`src/wdog_ctl_defs.vh`:
```
// Constants for the watchdog control and status block
`ifndef WDOG_CTL_DEFS_VH
`define WDOG_CTL_DEFS_VH
// Special function register addresses
`define ADDR_TIMED_ACCESS_KEY   8'hc7
`define ADDR_WATCHDOG_CONTROL   8'hd8
`define ADDR_EXT_IRQ_ENABLE     8'he8
`define ADDR_EXT_IRQ_PRIORITY   8'hf8
// Timed-access key values
`define TA_KEY_FIRST            8'haa
`define TA_KEY_SECOND           8'h55
// Watchdog control bit positions
`define BIT_BAUD_DOUBLE         7
`define BIT_POWER_ON_FLAG       6
`define BIT_IRQ_FLAG            3
`define BIT_RESET_FLAG          2
`define BIT_RESET_ENABLE        1
`define BIT_RESTART             0
// Extended enable/priority bit of the watchdog interrupt
`define BIT_WDOG_IRQ            4
// Reserved upper bits of the enable register read high
`define EIE_RESERVED_ONES       8'he0
// Reset values
`define EIE_RESET               5'h00
`define EIP_RESET               5'h00
// Delay from time-out to watchdog reset, in core clocks
`define WDOG_RESET_DELAY        10'd512
`endif

```
`src/timed_access_unlock.v`:
```
// Timed-access key sequencer granting one protected write window
`timescale 1ns/1ps
`default_nettype none
`include "wdog_ctl_defs.vh"
module timed_access_unlock
(
   // Clock and reset
   input  wire       clock,
   input  wire       rst_n,
   // Special function register write port
   input  wire       sfr_wr,
   input  wire [7:0] sfr_addr,
   input  wire [7:0] sfr_wdata,
   // Unlock state
   output reg        unlocked
);
   localparam [2:0] ST_IDLE = 3'b001;
   localparam [2:0] ST_HALF = 3'b010;
   localparam [2:0] ST_OPEN = 3'b100;

   reg  [2:0] state;
   reg  [2:0] next_state;
   wire       key_wr;

   assign key_wr = sfr_wr && (sfr_addr == `ADDR_TIMED_ACCESS_KEY);

   // Any write other than the exact next key aborts; the window closes after one write
   always @*
   begin
      next_state = state;
      case (state)
         ST_IDLE:
         begin
            if (key_wr && sfr_wdata == `TA_KEY_FIRST)
               next_state = ST_HALF;
         end
         ST_HALF:
         begin
            if (key_wr && sfr_wdata == `TA_KEY_SECOND)
               next_state = ST_OPEN;
            else if (sfr_wr)
               next_state = ST_IDLE;
         end
         ST_OPEN:
         begin
            if (sfr_wr)
               next_state = ST_IDLE;
         end
         default:
            next_state = ST_IDLE;
      endcase
   end

   // State register
   always @(posedge clock)
   begin
      if (!rst_n)
      begin
         state    <= ST_IDLE;
         unlocked <= 1'b0;
      end
      else
      begin
         state    <= next_state;
         unlocked <= (next_state == ST_OPEN);
      end
   end
endmodule // timed_access_unlock
`default_nettype wire

```
`src/wdog_ctl.v`:
```
// Watchdog control flags, extended interrupt enable and priority registers
`timescale 1ns/1ps
`default_nettype none
`include "wdog_ctl_defs.vh"
module wdog_ctl
(
   // Clock and synchronous core reset
   input  wire       clock,
   input  wire       rst_n,
   // Reset cause, sampled during rst_n low
   input  wire       por_event,
   input  wire       power_fail_event,
   input  wire       wdog_reset_event,
   // Special function register port
   input  wire       sfr_wr,
   input  wire       sfr_rd,
   input  wire [7:0] sfr_addr,
   input  wire [7:0] sfr_wdata,
   output reg  [7:0] sfr_rdata,
   // Watchdog counter interface
   input  wire       wdog_timeout,
   output reg        wdog_restart_pulse,
   // Outputs to the rest of the chip
   output reg        wdog_chip_reset,
   output reg        wdog_irq_req,
   output reg        wdog_irq_priority,
   output reg  [3:0] ext_irq_enable,
   output reg  [3:0] ext_irq_priority,
   output reg        second_serial_baud_double
);
   reg        power_on_flag;
   reg        wdog_irq_flag;
   reg        wdog_reset_flag;
   reg        wdog_reset_enable;
   reg        wdog_restart;
   reg        wdog_irq_enable;
   reg        delay_run;
   reg  [9:0] delay_cnt;
   reg  [7:0] rd_mux;
   wire       unlocked;
   wire       wr_ctl;
   wire       wr_prot;
   wire       wr_eie;
   wire       wr_eip;
   wire [2:0] sfr_sel;

   // One-hot register select; the write strobes and the read mux share it
   function [2:0] sfr_select;
      input [7:0] addr;
   begin
      if (addr == `ADDR_WATCHDOG_CONTROL)
         sfr_select = 3'h1;
      else if (addr == `ADDR_EXT_IRQ_ENABLE)
         sfr_select = 3'h2;
      else if (addr == `ADDR_EXT_IRQ_PRIORITY)
         sfr_select = 3'h4;
      else
         sfr_select = 3'h0;
   end
   endfunction

   timed_access_unlock timed_access_unlock_inst
   (
      .clock    (clock),
      .rst_n    (rst_n),
      .sfr_wr   (sfr_wr),
      .sfr_addr (sfr_addr),
      .sfr_wdata(sfr_wdata),
      .unlocked (unlocked)
   );

   // Write strobes; protected bits need the open window
   assign sfr_sel = sfr_select(sfr_addr);
   assign wr_ctl  = sfr_wr && sfr_sel[0];
   assign wr_prot = wr_ctl && unlocked;
   assign wr_eie  = sfr_wr && sfr_sel[1];
   assign wr_eip  = sfr_wr && sfr_sel[2];

   // Watchdog control register; power-on, reset and enable flags live across rst_n so reset kind picks their values
   always @(posedge clock)
   begin
      if (!rst_n)
      begin
         second_serial_baud_double <= 1'b0;
         wdog_irq_flag             <= 1'b0;
         wdog_restart              <= 1'b0;
         // Only a power-on raises the flag and turns the reset function off
         if (por_event)
         begin
            power_on_flag     <= 1'b1;
            wdog_reset_enable <= 1'b0;
         end
         // Power resets clear the cause flag; with the function off a watchdog reset leaves it
         if (por_event || power_fail_event)
            wdog_reset_flag <= 1'b0;
         else if (wdog_reset_event && wdog_reset_enable)
            wdog_reset_flag <= 1'b1;
      end
      else
      begin
         // Software writes once out of reset
         if (wr_ctl)
            second_serial_baud_double <= sfr_wdata[`BIT_BAUD_DOUBLE];
         if (wr_ctl)
            wdog_reset_flag <= sfr_wdata[`BIT_RESET_FLAG];
         if (wr_prot)
         begin
            power_on_flag     <= sfr_wdata[`BIT_POWER_ON_FLAG];
            wdog_reset_enable <= sfr_wdata[`BIT_RESET_ENABLE];
         end
         // Time-out set wins over a same-cycle software clear
         if (wdog_timeout)
            wdog_irq_flag <= 1'b1;
         else if (wr_prot)
            wdog_irq_flag <= sfr_wdata[`BIT_IRQ_FLAG];
         // Restart bit is visible for one cycle, then clears itself
         wdog_restart <= wr_prot && sfr_wdata[`BIT_RESTART];
      end
   end

   // Time-out to reset delay; a restart cancels a pending reset
   always @(posedge clock)
   begin
      if (!rst_n)
      begin
         delay_run       <= 1'b0;
         delay_cnt       <= 10'd0;
         wdog_chip_reset <= 1'b0;
      end
      else
      begin
         // Reset output is a single-cycle pulse
         wdog_chip_reset <= 1'b0;
         // Restart wins over a time-out in the same cycle, so a late kick still saves the chip
         if (wdog_restart)
         begin
            delay_run <= 1'b0;
            delay_cnt <= 10'd0;
         end
         else if (wdog_timeout && !delay_run)
         begin
            delay_run <= 1'b1;
            delay_cnt <= 10'd1;
         end
         else if (delay_run)
         begin
            if (delay_cnt == `WDOG_RESET_DELAY)
            begin
               delay_run       <= 1'b0;
               delay_cnt       <= 10'd0;
               // Enable is looked at when the count ends, so clearing it late still blocks the reset
               wdog_chip_reset <= wdog_reset_enable;
            end
            else
               delay_cnt <= delay_cnt + 10'd1;
         end
      end
   end

   // Extended enable and priority registers, plus the request line
   always @(posedge clock)
   begin
      if (!rst_n)
      begin
         {wdog_irq_enable, ext_irq_enable}     <= `EIE_RESET;
         {wdog_irq_priority, ext_irq_priority} <= `EIP_RESET;
         wdog_irq_req                          <= 1'b0;
         wdog_restart_pulse                    <= 1'b0;
      end
      else
      begin
         // Only the low five bits hold state; the upper ones are fixed in the read mux
         if (wr_eie)
            {wdog_irq_enable, ext_irq_enable} <= sfr_wdata[4:0];
         if (wr_eip)
            {wdog_irq_priority, ext_irq_priority} <= sfr_wdata[4:0];
         // Request lags the flag by one cycle so the output comes from a flop
         wdog_irq_req       <= wdog_irq_flag && wdog_irq_enable;
         wdog_restart_pulse <= wr_prot && sfr_wdata[`BIT_RESTART];
      end
   end

   // Read mux; unmapped addresses read zero
   always @*
   begin
      // Reserved control bits 5:4 and priority bits 7:5 read as zero
      if (sfr_sel[0])
         rd_mux = {second_serial_baud_double, power_on_flag, 2'b00, wdog_irq_flag,
                   wdog_reset_flag, wdog_reset_enable, wdog_restart};
      else if (sfr_sel[1])
         rd_mux = `EIE_RESERVED_ONES | {3'b000, wdog_irq_enable, ext_irq_enable};
      else if (sfr_sel[2])
         rd_mux = {3'b000, wdog_irq_priority, ext_irq_priority};
      else
         rd_mux = 8'h00;
   end

   // Registered read data, valid the cycle after sfr_rd
   always @(posedge clock)
   begin
      if (!rst_n)
         sfr_rdata <= 8'h00;
      else if (sfr_rd)
         sfr_rdata <= rd_mux;
   end
endmodule // wdog_ctl
`default_nettype wire

```
`config.mk`:
```
export PLATFORM = sky130hd
export DESIGN_NAME = wdog_ctl
export DESIGN_NICKNAME = d
export VERILOG_FILES = /design/src/timed_access_unlock.v /design/src/wdog_ctl.v
export VERILOG_INCLUDE_DIRS = /design/src
export SDC_FILE = /design/constraint.sdc
export NUM_CORES = 1
export LEC_CHECK = 0
export BUFFER_PORTS_ARGS = -buffer_cell sky130_fd_sc_hd__buf_2
export CORE_MARGIN = 2
export CORE_UTILIZATION = 40
export CTS_CLUSTER_SIZE = 10
export DETAILED_ROUTE_END_ITERATION = 7
export PLACE_DENSITY = 0.65
export REMOVE_ABC_BUFFERS = 1
export SLEW_MARGIN = 20
export SYNTH_ARGS = -nofsm -noshare
export SYNTH_HDL_FRONTEND = slang
export SYNTH_HIERARCHICAL = 1
export SYNTH_SLANG_ARGS = --single-unit
```
`constraint.sdc`:
```
create_clock -name clock -period 1.6 [get_ports clock]
set_input_delay 0.32 -clock clock [delete_from_list [all_inputs] [get_ports clock]]
set_output_delay 0.32 -clock clock [all_outputs]
set_load 0.01 [all_outputs]
```
After elaboration in Yosys (flattened, before gate mapping)

Index checks and enable logic that the tools add are counted.

Output and inout port bits: 21
Bits in latches: 0
Memories: 0
Bits of input ports: 24
Memory bits (writable): 0
Memory bits (read-only): 0
Word-level logic and storage cells: 85
Bits in registers: 41

Shifts and indexed selects: 0
Reduce and logical (&&, ||, !) cells: 22
$mul: 0
Eq/ne operators: 13
Bitwise operators: 3
Mux-type cells: 28
$add $sub $neg: 1
Magnitude comparators: 0
Divide/modulo/power cells: 0

Operators by type and width:

| operator                | count |
|---|---|
| $eq A8 B8 Y1 const B    | 5 |
| $mux W3                 | 6 |
| $mux W1                 | 17 |
| $mux W8                 | 2 |
| $logic_and A1 B1 Y1     | 11 |
| $add A10 B1 Y10 const B | 1 |
| $eq A10 B10 Y1 const B  | 1 |
| $mux W10                | 1 |
| $pmux W3 S3             | 1 |
| $eq A8 B7 Y1 const B    | 1 |
| $eq A3 B3 Y1 const B    | 2 |
| $reduce_bool A2 Y1      | 3 |
| $mux W5                 | 1 |
| $reduce_or A5 Y1        | 1 |
| $ne A2 B1 Y1 const B    | 2 |
| $reduce_and A2 Y1       | 2 |
| $eq A3 B1 Y1 const B    | 1 |
| $eq A3 B2 Y1 const B    | 1 |
| $not A1 Y1              | 3 |
| $reduce_bool A3 Y1      | 1 |
| $reduce_or A3 Y1        | 1 |
| $reduce_or A2 Y1        | 1 |
| $logic_not A1 Y1        | 1 |
| $logic_or A1 B1 Y1      | 1 |

Longest topological paths before layout

Gate-level depths: netlist of run 1.

Depth after elaboration: 8
Depth in mapped cells: 5
Gate-level depth less buffers: 5

Cells and area by module

The synthesis of run 1 kept the hierarchy.

By module, submodules not included:

| module              | seq. area each (um^2) | times used | cells each | area each (um^2) |
|---|---|---|---|---|
| wdog_ctl            | 770.7                 | 1          | 178        | 1,676.6 |
| timed_access_unlock | 80.1                  | 1          | 30         | 279.0 |

Worst setup path before layout of run 1

Ideal clock, no wire load.

Kind: input-to-reg
Start point: input sfr_addr[5]
End point: register wdog_reset_flag (enable)
Setup slack: 0.157 ns
Data required time: 1.296 ns
Stages: 4
Data arrival time: 1.139 ns
Setup time: 0.304 ns
Buffers on the path: 1
Path through: buf_2 -> nor4b_2 -> nand3_1 -> a21oi_1

Word-level cells in the longest chain between the ends: 6
Elaborated cells between the ends (all ways): 7
Classes of those cells: 3 x eq/ne; 2 x mux; 2 x reduce/logical

Ends and longest elaborated chain:

| what                                   | line           | source |
|---|---|---|
| start, declared                        | wdog_ctl.v:17  | `input wire [7:0] sfr_addr,` |
| $eq A8 B8 Y1 (no source line)          | -              |  |
| $mux W3                                | wdog_ctl.v:53  | `` else if (addr == `ADDR_EXT_IRQ_ENABLE) `` |
| $mux W3 (*)                            | wdog_ctl.v:51  | `` if (addr == `ADDR_WATCHDOG_CONTROL) `` |
| $logic_and A1 B1 Y1 (*)                | wdog_ctl.v:74  | `assign wr_ctl = sfr_wr && sfr_sel[0];` |
| $ne A2 B1 Y1 (no source line) (*)      | -              |  |
| $reduce_and A2 Y1 (no source line) (*) | -              |  |
| end signal, assigned                   | wdog_ctl.v:105 | `` wdog_reset_flag <= sfr_wdata[`BIT_RESET_FLAG]; `` |
| end, declared                          | wdog_ctl.v:33  | `reg wdog_reset_flag;` |

Every way passes the cells marked *; elsewhere a longest branch is shown, timed or not.
A chain may end at the register's enable or synchronous reset.

Worst setup path in the final report of run 1

Start point: register timed_access_unlock_inst.state[1]
End point: register timed_access_unlock_inst.state[0]

Word-level cells in the longest chain between the ends: 2
Elaborated cells between the ends (all ways): 4
Classes of those cells: 3 x eq/ne; 1 x mux

Ends and longest elaborated chain:

| what                                 | line                     | source |
|---|---|---|
| start, declared                      | timed_access_unlock.v:21 | `reg [2:0] state;` |
| start signal, assigned               | timed_access_unlock.v:64 | `state <= next_state;` |
| $eq A3 B3 Y1 (tied with other cells) | timed_access_unlock.v:31 | `case (state)` |
| $pmux W3 S3 (*)                      | timed_access_unlock.v:31 |  |

Marked as above.

==> results of run 1 <==
==> worst max-delay path, delay by kind of cell (launching register included) <==
kind / cells / cell delay (ps)
and+or+nand+nor: 4 / 900
DFF: 1 / 370
==> layout by cell type (no fill, tap or decap), drive strengths merged, types with 2 or more instances in the layout <==
| cell | n |
|---|---|
| nor2 | 14 |
| nor4 | 4 |
| nor2b | 2 |
| xor2 | 4 |
| a21oi | 2 |
| o31ai | 2 |
| nand4 | 5 |
| edfxtp | 3 |
| dfxtp | 38 |
| a31oi | 3 |
| inv | 5 |
| nor4b | 2 |
| nor3b | 6 |
| and3 | 5 |
| nand2b | 7 |
| mux2 | 2 |
| o211a | 4 |
| a21boi | 2 |
| nand2 | 20 |
| o211ai | 5 |
| ha | 2 |
| nor3 | 5 |
| xnor2 | 5 |
| and4 | 2 |
| clkbuf | 7 |
| nand4bb | 4 |
| buf | 61 |
| mux2i | 9 |
| o21ai | 8 |
| nand3 | 20 |
==> final cells by class <==
cell class / instances / area, um2 / area share, %
clock buffers: 7 / 76.3 / 3.14
clock inverters: 1 / 8.76 / 0.360
inverters: 5 / 18.8 / 0.771
multi-input cells: 153 / 1050 / 43.0
flip-flops and latches: 41 / 851 / 35.0
well taps: 67 / 83.8 / 3.44
repair buffers: 61 / 348 / 14.3
==> logic make-up after synthesis <==
kind of cell / share of synthesized area, %
xor gates and xnor gates: 4.03
DFF: 43.5
AOI/OAI and AO/OA: 10.7
adders and majority gates: 1.28
buffers and inverters: 2.94
and+or+nand+nor: 31.8
muxes: 5.76
==> layer usage <==
layer	wire length, um	track usage [%]	vias to the layer above
li1	-	-	875
met1	2120	25.2	791
met2	2070	28.3	49
met3	212	5.62	6
met4	38	5.25	0
met5	0	0	-
==> state kept, by name, summed over array words and instances, names as in the netlist, 3 cells and up <==
register	flops
ext_irq_priority	4
delay_cnt	10
sfr_rdata	8
timed_access_unlock_inst/state	3
ext_irq_enable	4
==> synth_stat cells (all sizes together) <==
master / instances
a2111oi: 1
a21oi: 2
nand4bb: 4
nor2b: 2
nor4: 4
a21o: 1
o32ai: 1
and3: 5
nand2b: 7
xnor2: 5
nor3: 5
nand3: 20
nand4: 5
nand2: 20
nand3b: 1
inv: 5
xor2: 4
a31oi: 3
edfxtp: 3
o211a: 4
dfxtp: 38
or4b: 1
mux2i: 9
a21boi: 2
mux2: 2
and4b: 1
o211ai: 5
o31ai: 2
a22oi: 1
or3: 1
o21ai: 8
ha: 2
buf: 4
and4: 2
nor3b: 6
or4: 1
nor2: 14
nor4b: 2
clkbuf: 5
==> power by group through the flow <==
stage	registers (uW)	logic, uW	clock network (uW)
after global routing	1070	214	755
final	1070	191	667
after global placement	1090	191	0
after floorplan	1090	75.6	0
after CTS	1070	192	684
after detailed placement	1090	192	0
==> stage by stage <==
| step | power [uW] | std cells | hold slack [ps] | util (%) |
|---|---|---|---|---|
| final | 1930 | 335 | 286 | 51.5 |
| after global placement | 1280 | 327 | 458 | 49.7 |
| after global routing | 2040 | 335 | 273 | 51.5 |
| after floorplan | 1170 | 199 | 398 | - |
| after detailed placement | 1280 | 327 | 468 | 49.7 |
| after CTS | 1940 | 335 | 281 | 51.5 |
==> how the worst max path moves through the flow <==
stage / startpoint / to / slack (ps) / cells past startpoint
2_1_floorplan: sfr_addr[2] / power_on_flag / 70 / 4
3_3_place_gp: sfr_addr[2] / power_on_flag / 50 / 5
3_5_place_dp: sfr_addr[2] / power_on_flag / 20 / 5
4_1_cts: timed_access_unlock_inst/state[1] / timed_access_unlock_inst/state[1] / 200 / 4
5_1_grt: delay_cnt[2] / delay_cnt[9] / 130 / 4
6_report: timed_access_unlock_inst/state[1] / timed_access_unlock_inst/state[0] / 220 / 4
==> metrics.md, run 1 <==
| Metric | Value |
|---|---|
| Post-synthesis to final-layout area growth | `24.4%` |
| Worst hold path endpoint | `second_serial_baud_double` |
| Vias per cell | `5.14` |
| CTS tree | `built` |
| Data required time of the critical path | `1790 ps` |
| Fraction of layout cells with a size suffix above 1 | `28.7%` |
| Remaining design rule violation count | `0` |
| Worst vdd rail ir drop | `0.442 mV` |
| Part of the power in combinational logic | `9.9%` |
| Unrepaired setup endpoints after global routing | `no` |
| Pleak | `0.000996 uW` |
| Iteration-0 DRC Markers | `59` |
| Placeable core region | `4720 um2` |
| Area of all placed cells without fillers | `2430 um2` |
| Total Negative Setup Slacks | `0 ps` |
| Peak fanout along the critical path | `6` |
| Clock-pin slew reported for the worst setup and hold paths after clock tree synthesis | `80 ps` |
| Total Die Area | `5460 um2` |
| Total of fill cells in the finished design | `441` |
| Final number of hold-violating endpoints | `0` |
| Height of the die | `73.9 um` |
| Power density over cell area | `792 nW/um2` |
| Slew Limit Headroom | `70.4%` |
| Die Wd | `73.9 um` |
| Worst Hold Class | `input pin to flip-flop` |
| Via count | `1,721` |
| Critical Path End Type | `flip-flop` |
| Largest net degree at the start of global routing | `19` |
| Delay contributed by the slowest stage of the critical path | `400 ps` |
| Post_cts resized | `0` |
| Share of the synthesized area in the top cell type | `38.9%` |
| Seq cells post-synth | `41` |
| GRT Util Overall | `18.4%` |
| Crit path launch type | `flip-flop` |
| H-tree levels | `2` |
| Switching power share of the total | `24.7%` |
| Slew of the pin with the lowest slew margin | `441 ps` |
| Synth warn | `6` |
| Gate count after technology mapping | `208` |
| Number of library cell types mapped by synthesis | `45` |
| Total standard cell area after synthesis | `1960 um2` |
| Worst setup path class | `flip-flop to flip-flop` |
| Final clock period utilization by the worst path | `86.1%` |
| Dpl ws | `16.8 ps` |
| Input/output buffers | `44` |
| Slack of the critical path | `222 ps` |
| Number of antenna violations at the first check in global routing | `0` |
| Total of max-cap violations | `0` |
| Buffers inserted by post-CTS timing repair | `0` |
| Clock buffers created by TritonCTS | `5` |
| Worst reg2reg path depth | `4` |
| CP arrival | `1570 ps` |
| Clk_lat worst skew | `290 ps` |
| Routability-driven placement congestion ratio | `0.816` |
| Min cycle time layout | `1380 ps` |
| Master of the slowest instance on the critical path | `nor4_1` |
| Worst setup skew after layout | `9.40 ps` |
| Hold depth | `3` |
| TritonCTS Sinks | `41` |
| Effective utilization at floorplan | `41.4%` |
| Number of inserted diodes | `0` |
| Cell breakdown of the critical path | `nand4bb_1, nor4_1, nand3_1, and3_1` |
| Cell Rows | `25` |
| Worst R2R End | `timed_access_unlock_inst/state[0]` |
| Portion of total power attributed to the clock network | `34.6%` |
| Portion of the post-synthesis area used by sequential elements | `43.5%` |
| Number of nets at the end of the flow | `293` |
| Post-DR wirelength/cell | `13.2 um` |
| I/O pin cnt | `45` |
| Register share of total power | `55.5%` |
| Start of the worst register-to-register path | `timed_access_unlock_inst/state[1]` |
| HPWL after detailed placement | `3.42 mm` |
| Start point of the worst hold path | `sfr_wdata[7]` |
| Pins over their slew limit | `0` |
| Final setup violation count | `0` |
| Root cell of the clock tree | `clkbuf_8` |
| Total Routed Length | `4.44 mm` |
| Post-synthesis area per instance | `9.40 um2` |
| Global-route congestion overflow total | `0` |
| Result of the run | `completed` |
| Cts hold-fix bufs | `0` |
| Fmax | `726 MHz` |
| Wire length of the first global-routing pass | `7.59 mm` |
| Count of nets left with antenna violations after detail routing | `0` |
| R2R setup slack | `220 ps` |
| Cell-internal power | `1450 uW` |
| P_sw | `477 uW` |
| Top cell type by total area after synthesis | `dfxtp_1` |
| Initial DRT Pass Iterations | `4` |
| Maximum root-to-sink buffer count | `2` |
| Largest cells by area after synthesis | `dfxtp_1 (39%), nand3_1 (4.9%), mux2i_1 (4.6%)` |
| Cell area after placement | `2350 um2` |
| Vias in the first global route | `1,624` |
(Power assumes the default switching activity.)
==> run 2: changes to the inputs <==
--- a/config.mk
+++ b/config.mk
@@ -16,5 +16,4 @@
 export SLEW_MARGIN = 20
 export SYNTH_ARGS = -nofsm -noshare
 export SYNTH_HDL_FRONTEND = slang
-export SYNTH_HIERARCHICAL = 1
 export SYNTH_SLANG_ARGS = --single-unit
==> metrics.md, run 2 <==
| Metric | Value |
|---|---|
| Crit path buffers/inverters | `1 (+1)` |
| Vias in the first global route | `1,482 (-8.7%)` |
| Total Negative Setup Slacks | `0 ps (unchanged)` |
| Area of all placed cells without fillers | `2460 um2 (+1.2%)` |
| Worst Hold Class | `input pin to flip-flop` |
| Worst R2R End | `delay_cnt[0]` |
| Worst setup skew after layout | `3.59 ps (-5.80 ps)` |
| Input/output buffers | `44 (unchanged)` |
| Power density over cell area | `800 nW/um2 (+1.1%)` |
| Delay contributed by the slowest stage of the critical path | `610 ps (+210 ps)` |
| Uppermost layer routed | `met4` |
| P_sw | `453 uW (-5.0%)` |
| CP arrival | `1570 ps (about the same)` |
| Total Die Area | `5490 um2 (+0.54%)` |
| Largest register FFs | `10 (unchanged)` |
| Most used standard cells in the synthesized netlist | `dfxtp_1 (38), nor2b_1 (18), nand2_1 (15)` |
| Post-synthesis to final-layout area growth | `25.2%` |
| Fraction of layout cells with a size suffix above 1 | `31.0% (+2.3 points)` |
| Iteration-0 DRC Markers | `71 (+20%)` |
| Largest Register | `delay_cnt` |
| Register share of total power | `53.6% (-1.9 points)` |
| WL met2 | `1.98 mm (-4.3%)` |
| Min cycle time layout | `1550 ps (+174 ps)` |
| Pleak | `0.000981 uW (-1.5%)` |
| Start of the worst register-to-register path | `delay_cnt[0]` |
| Post-synthesis area per instance | `9.74 um2 (+3.6%)` |
| HPWL after detailed placement | `3.45 mm (+0.69%)` |
| Crit path launch type | `input pin` |
| Peak fanout along the critical path | `6 (unchanged)` |
| Critical Path End Type | `flip-flop` |
| Final clock period utilization by the worst path | `96.9% (+11 points)` |
| Dpl ws | `-261 ps (-277 ps)` |
| Fraction of the mapped netlist area in compound gates | `9.86% (-0.82 points)` |
| Clk_lat worst skew | `300 ps (about the same)` |
| Setup crit end | `power_on_flag` |
| Via count | `1,642 (-4.6%)` |
| Part of the power in combinational logic | `8.8% (-1.1 points)` |
| Effective utilization at floorplan | `41.6% (+0.24 points)` |
| Critical path's top delay family | `simple AND/OR/NAND/NOR gates` |
| Proportion of synthesized flip-flops having asynchronous set or reset | `0% (unchanged)` |
| Routability-driven placement congestion ratio | `0.819 (+0.39%)` |
| Maximum root-to-sink buffer count | `2 (unchanged)` |
| Cell depth of the worst setup path | `4 (unchanged)` |
| Seq cells post-synth | `41 (unchanged)` |
| Global-route congestion overflow total | `0 (unchanged)` |
| Post-synthesis share of cell area spent on full adders, half adders and majority gates | `1.27% (-0.0073 points)` |
| Cell Rows | `25 (unchanged)` |
| Worst vdd rail ir drop | `0.575 mV (+30%)` |
| Combinational family with the most area after synthesis | `simple AND/OR/NAND/NOR gates` |
| Number of library cell types mapped by synthesis | `43 (-4.4%)` |
| Total of max-cap violations | `0 (unchanged)` |
| Top cell type by total area after synthesis | `dfxtp_1` |
| Post-DR wirelength/cell | `13.7 um (+3.7%)` |
| Worst setup path class | `input pin to flip-flop` |
| Simple logic cell fraction of the synthesized area | `29.6% (-2.2 points)` |
| Total of fill cells in the finished design | `452 (+2.5%)` |
| Data required time of the critical path | `1620 ps (-170 ps)` |
| Final setup violation count | `0 (unchanged)` |
| Largest registers | `delay_cnt x10, sfr_rdata x8` |
| Share of the synthesized area in the top cell type | `38.7% (-0.22 points)` |
| Clock-pin slew reported for the worst setup and hold paths after clock tree synthesis | `70 ps (about the same)` |
| Portion of total power attributed to the clock network | `37.5% (+2.9 points)` |
| I/O pin cnt | `45 (unchanged)` |
| R2R setup slack | `270 ps (+50 ps)` |
| Largest net degree at the start of global routing | `16 (-3)` |
| GRT Util Overall | `17.3% (-1.2 points)` |
| Root cell of the clock tree | `clkbuf_8` |
| CTS tree | `built` |
| Detailed-routing wirelength on met1 | `2.24 mm (+5.6%)` |
| Fmax | `645 MHz (-11%)` |
| Slew Limit Headroom | `76.2% (+5.8 points)` |
| Initial DRT Pass Iterations | `4 (unchanged)` |
| Switching power share of the total | `23.0% (-1.8 points)` |
| Number of inserted diodes | `0 (unchanged)` |
| Portion of the post-synthesis area used by sequential elements | `43.3% (-0.25 points)` |
| Cell-internal power | `1520 uW (+4.7%)` |
| Placeable core region | `4720 um2 (unchanged)` |
| Remaining design rule violation count | `0 (unchanged)` |
| Parity-gate share of the synthesized area counting xor and xnor cells | `3.56% (-0.47 points)` |
| Number of antenna violations at the first check in global routing | `0 (unchanged)` |
| Die Wd | `74.1 um (+0.27%)` |
| Beginning of the critical path | `sfr_addr[2]` |
| Total standard cell area after synthesis | `1970 um2 (+0.58%)` |
| Most common flop cell mapped by yosys | `dfxtp_1` |
| Post-synth EDFFs | `3 (unchanged)` |
| Total Routed Length | `4.50 mm (+1.5%)` |
| Slack of the critical path | `48.8 ps (-174 ps)` |
| Gate count after technology mapping | `202 (-2.9%)` |
| Cell area after placement | `2370 um2 (+0.75%)` |
| Leading cell type in the layout, fill and taps excluded | `buf_2` |
| Largest cells by area after synthesis | `dfxtp_1 (39%), nor2b_1 (5.7%), mux2i_1 (5.6%)` |
| Master of the slowest instance on the critical path | `or4b_4` |
| Final number of hold-violating endpoints | `0 (unchanged)` |
| H-tree levels | `2 (unchanged)` |
| Cts hold-fix bufs | `0 (unchanged)` |
| Leading cell types in the layout, fill and taps excluded | `buf_2 (44), dfxtp_1 (38), nor2b_1 (18), nand2_1 (15), buf_4 (14)` |
| TritonCTS Sinks | `41 (unchanged)` |
| Most instantiated library cell after synthesis | `dfxtp_1` |
| Met3 routed WL | `191 um (-9.9%)` |
| Number of nets at the end of the flow | `286 (-2.4%)` |
| Slew of the pin with the lowest slew margin | `357 ps (-84.0 ps)` |
| Count of nets left with antenna violations after detail routing | `0 (unchanged)` |
| Height of the die | `74.1 um (+0.27%)` |
| Wire length of the first global-routing pass | `7.03 mm (-7.4%)` |
| Clock buffers created by TritonCTS | `5 (unchanged)` |
| Unrepaired setup endpoints after global routing | `no` |
| Pins over their slew limit | `0 (unchanged)` |
| Worst reg2reg path depth | `5 (+1)` |
| Cell breakdown of the critical path | `buf_2, or4b_4, nor3_1, mux2_2` |
| Multiplexer share of the synthesized area | `9.61% (+3.8 points)` |
| Result of the run | `completed` |
| Vias per cell | `5.01 (-2.6%)` |
| Synth warn | `0 (-6)` |
run 2: kinds of logic after synthesis:
family,Yosys count
mux,18
simple gates,94
compound gates,26
fa+ha+maj,2
buf+inv,13
xor+xnor,8
flops,41
run 2: how the worst min path moves through the flow:
stage               depth (start not counted)                               from                                 to
floorplan                                   1  timed_access_unlock_inst.state[2]  timed_access_unlock_inst.state[1]
global placement                            2                       sfr_rdata[5]                       sfr_rdata[5]
detailed placement                          2                       sfr_rdata[7]                       sfr_rdata[7]
CTS                                         3                             sfr_wr  timed_access_unlock_inst.state[0]
global route                                3                             sfr_wr  timed_access_unlock_inst.state[0]
finish                                      3                             sfr_wr  timed_access_unlock_inst.state[0]
run 2: stage by stage:
step                std cells  total power (uW)  utilization, %  hold WS, ps
floorplan                 194              1150               -          439
global placement          321              1250            50.1          456
detailed placement        321              1250            50.1          462
CTS                       329              1990            52.2          302
global route              328              2060            52.1          302
finish                    328              1970            52.1          308
run 2: cell type report:
cell class	count	area (um2)	area share, %
Timing Repair Buffer	59	345	14.0
Clock inverter	1	5.00	0.203
Tap cell	67	83.8	3.40
Clock buffer	7	96.3	3.91
Inverter	5	18.8	0.762
Sequential cell	41	851	34.6
Multi-Input combinational cell	148	1060	43.1
run 2: power groups by stage:
stage | logic, uW | registers (uW) | clock network [uW]
6_report | 174 | 1060 | 740
5_1_grt | 189 | 1060 | 808
4_1_cts | 176 | 1060 | 761
3_5_place_dp | 172 | 1080 | 0
3_3_place_gp | 170 | 1080 | 0
2_1_floorplan | 74.0 | 1080 | 0
run 2: worst reg2reg max path, stage by stage, from the launching register on:
cell and delay (ps):
dfxtp_1 410, inv_1 70, ha_1 200, and4_1 190, nand2b_1 180, o31ai_1 200
run 2: metal layers:
metal / up-vias / track usage, %
li1: 839 / -
met1: 757 / 24.1
met2: 39 / 24.7
met3: 7 / 4.74
met4: 0 / 8.28
met5: - / 0
run 2: repair_timing:
item,in CTS,in global routing
resized for setup,0,1
endpoints found under the setup margin,0,3
endpoints found under the hold margin,0,0
buffers inserted,0,0
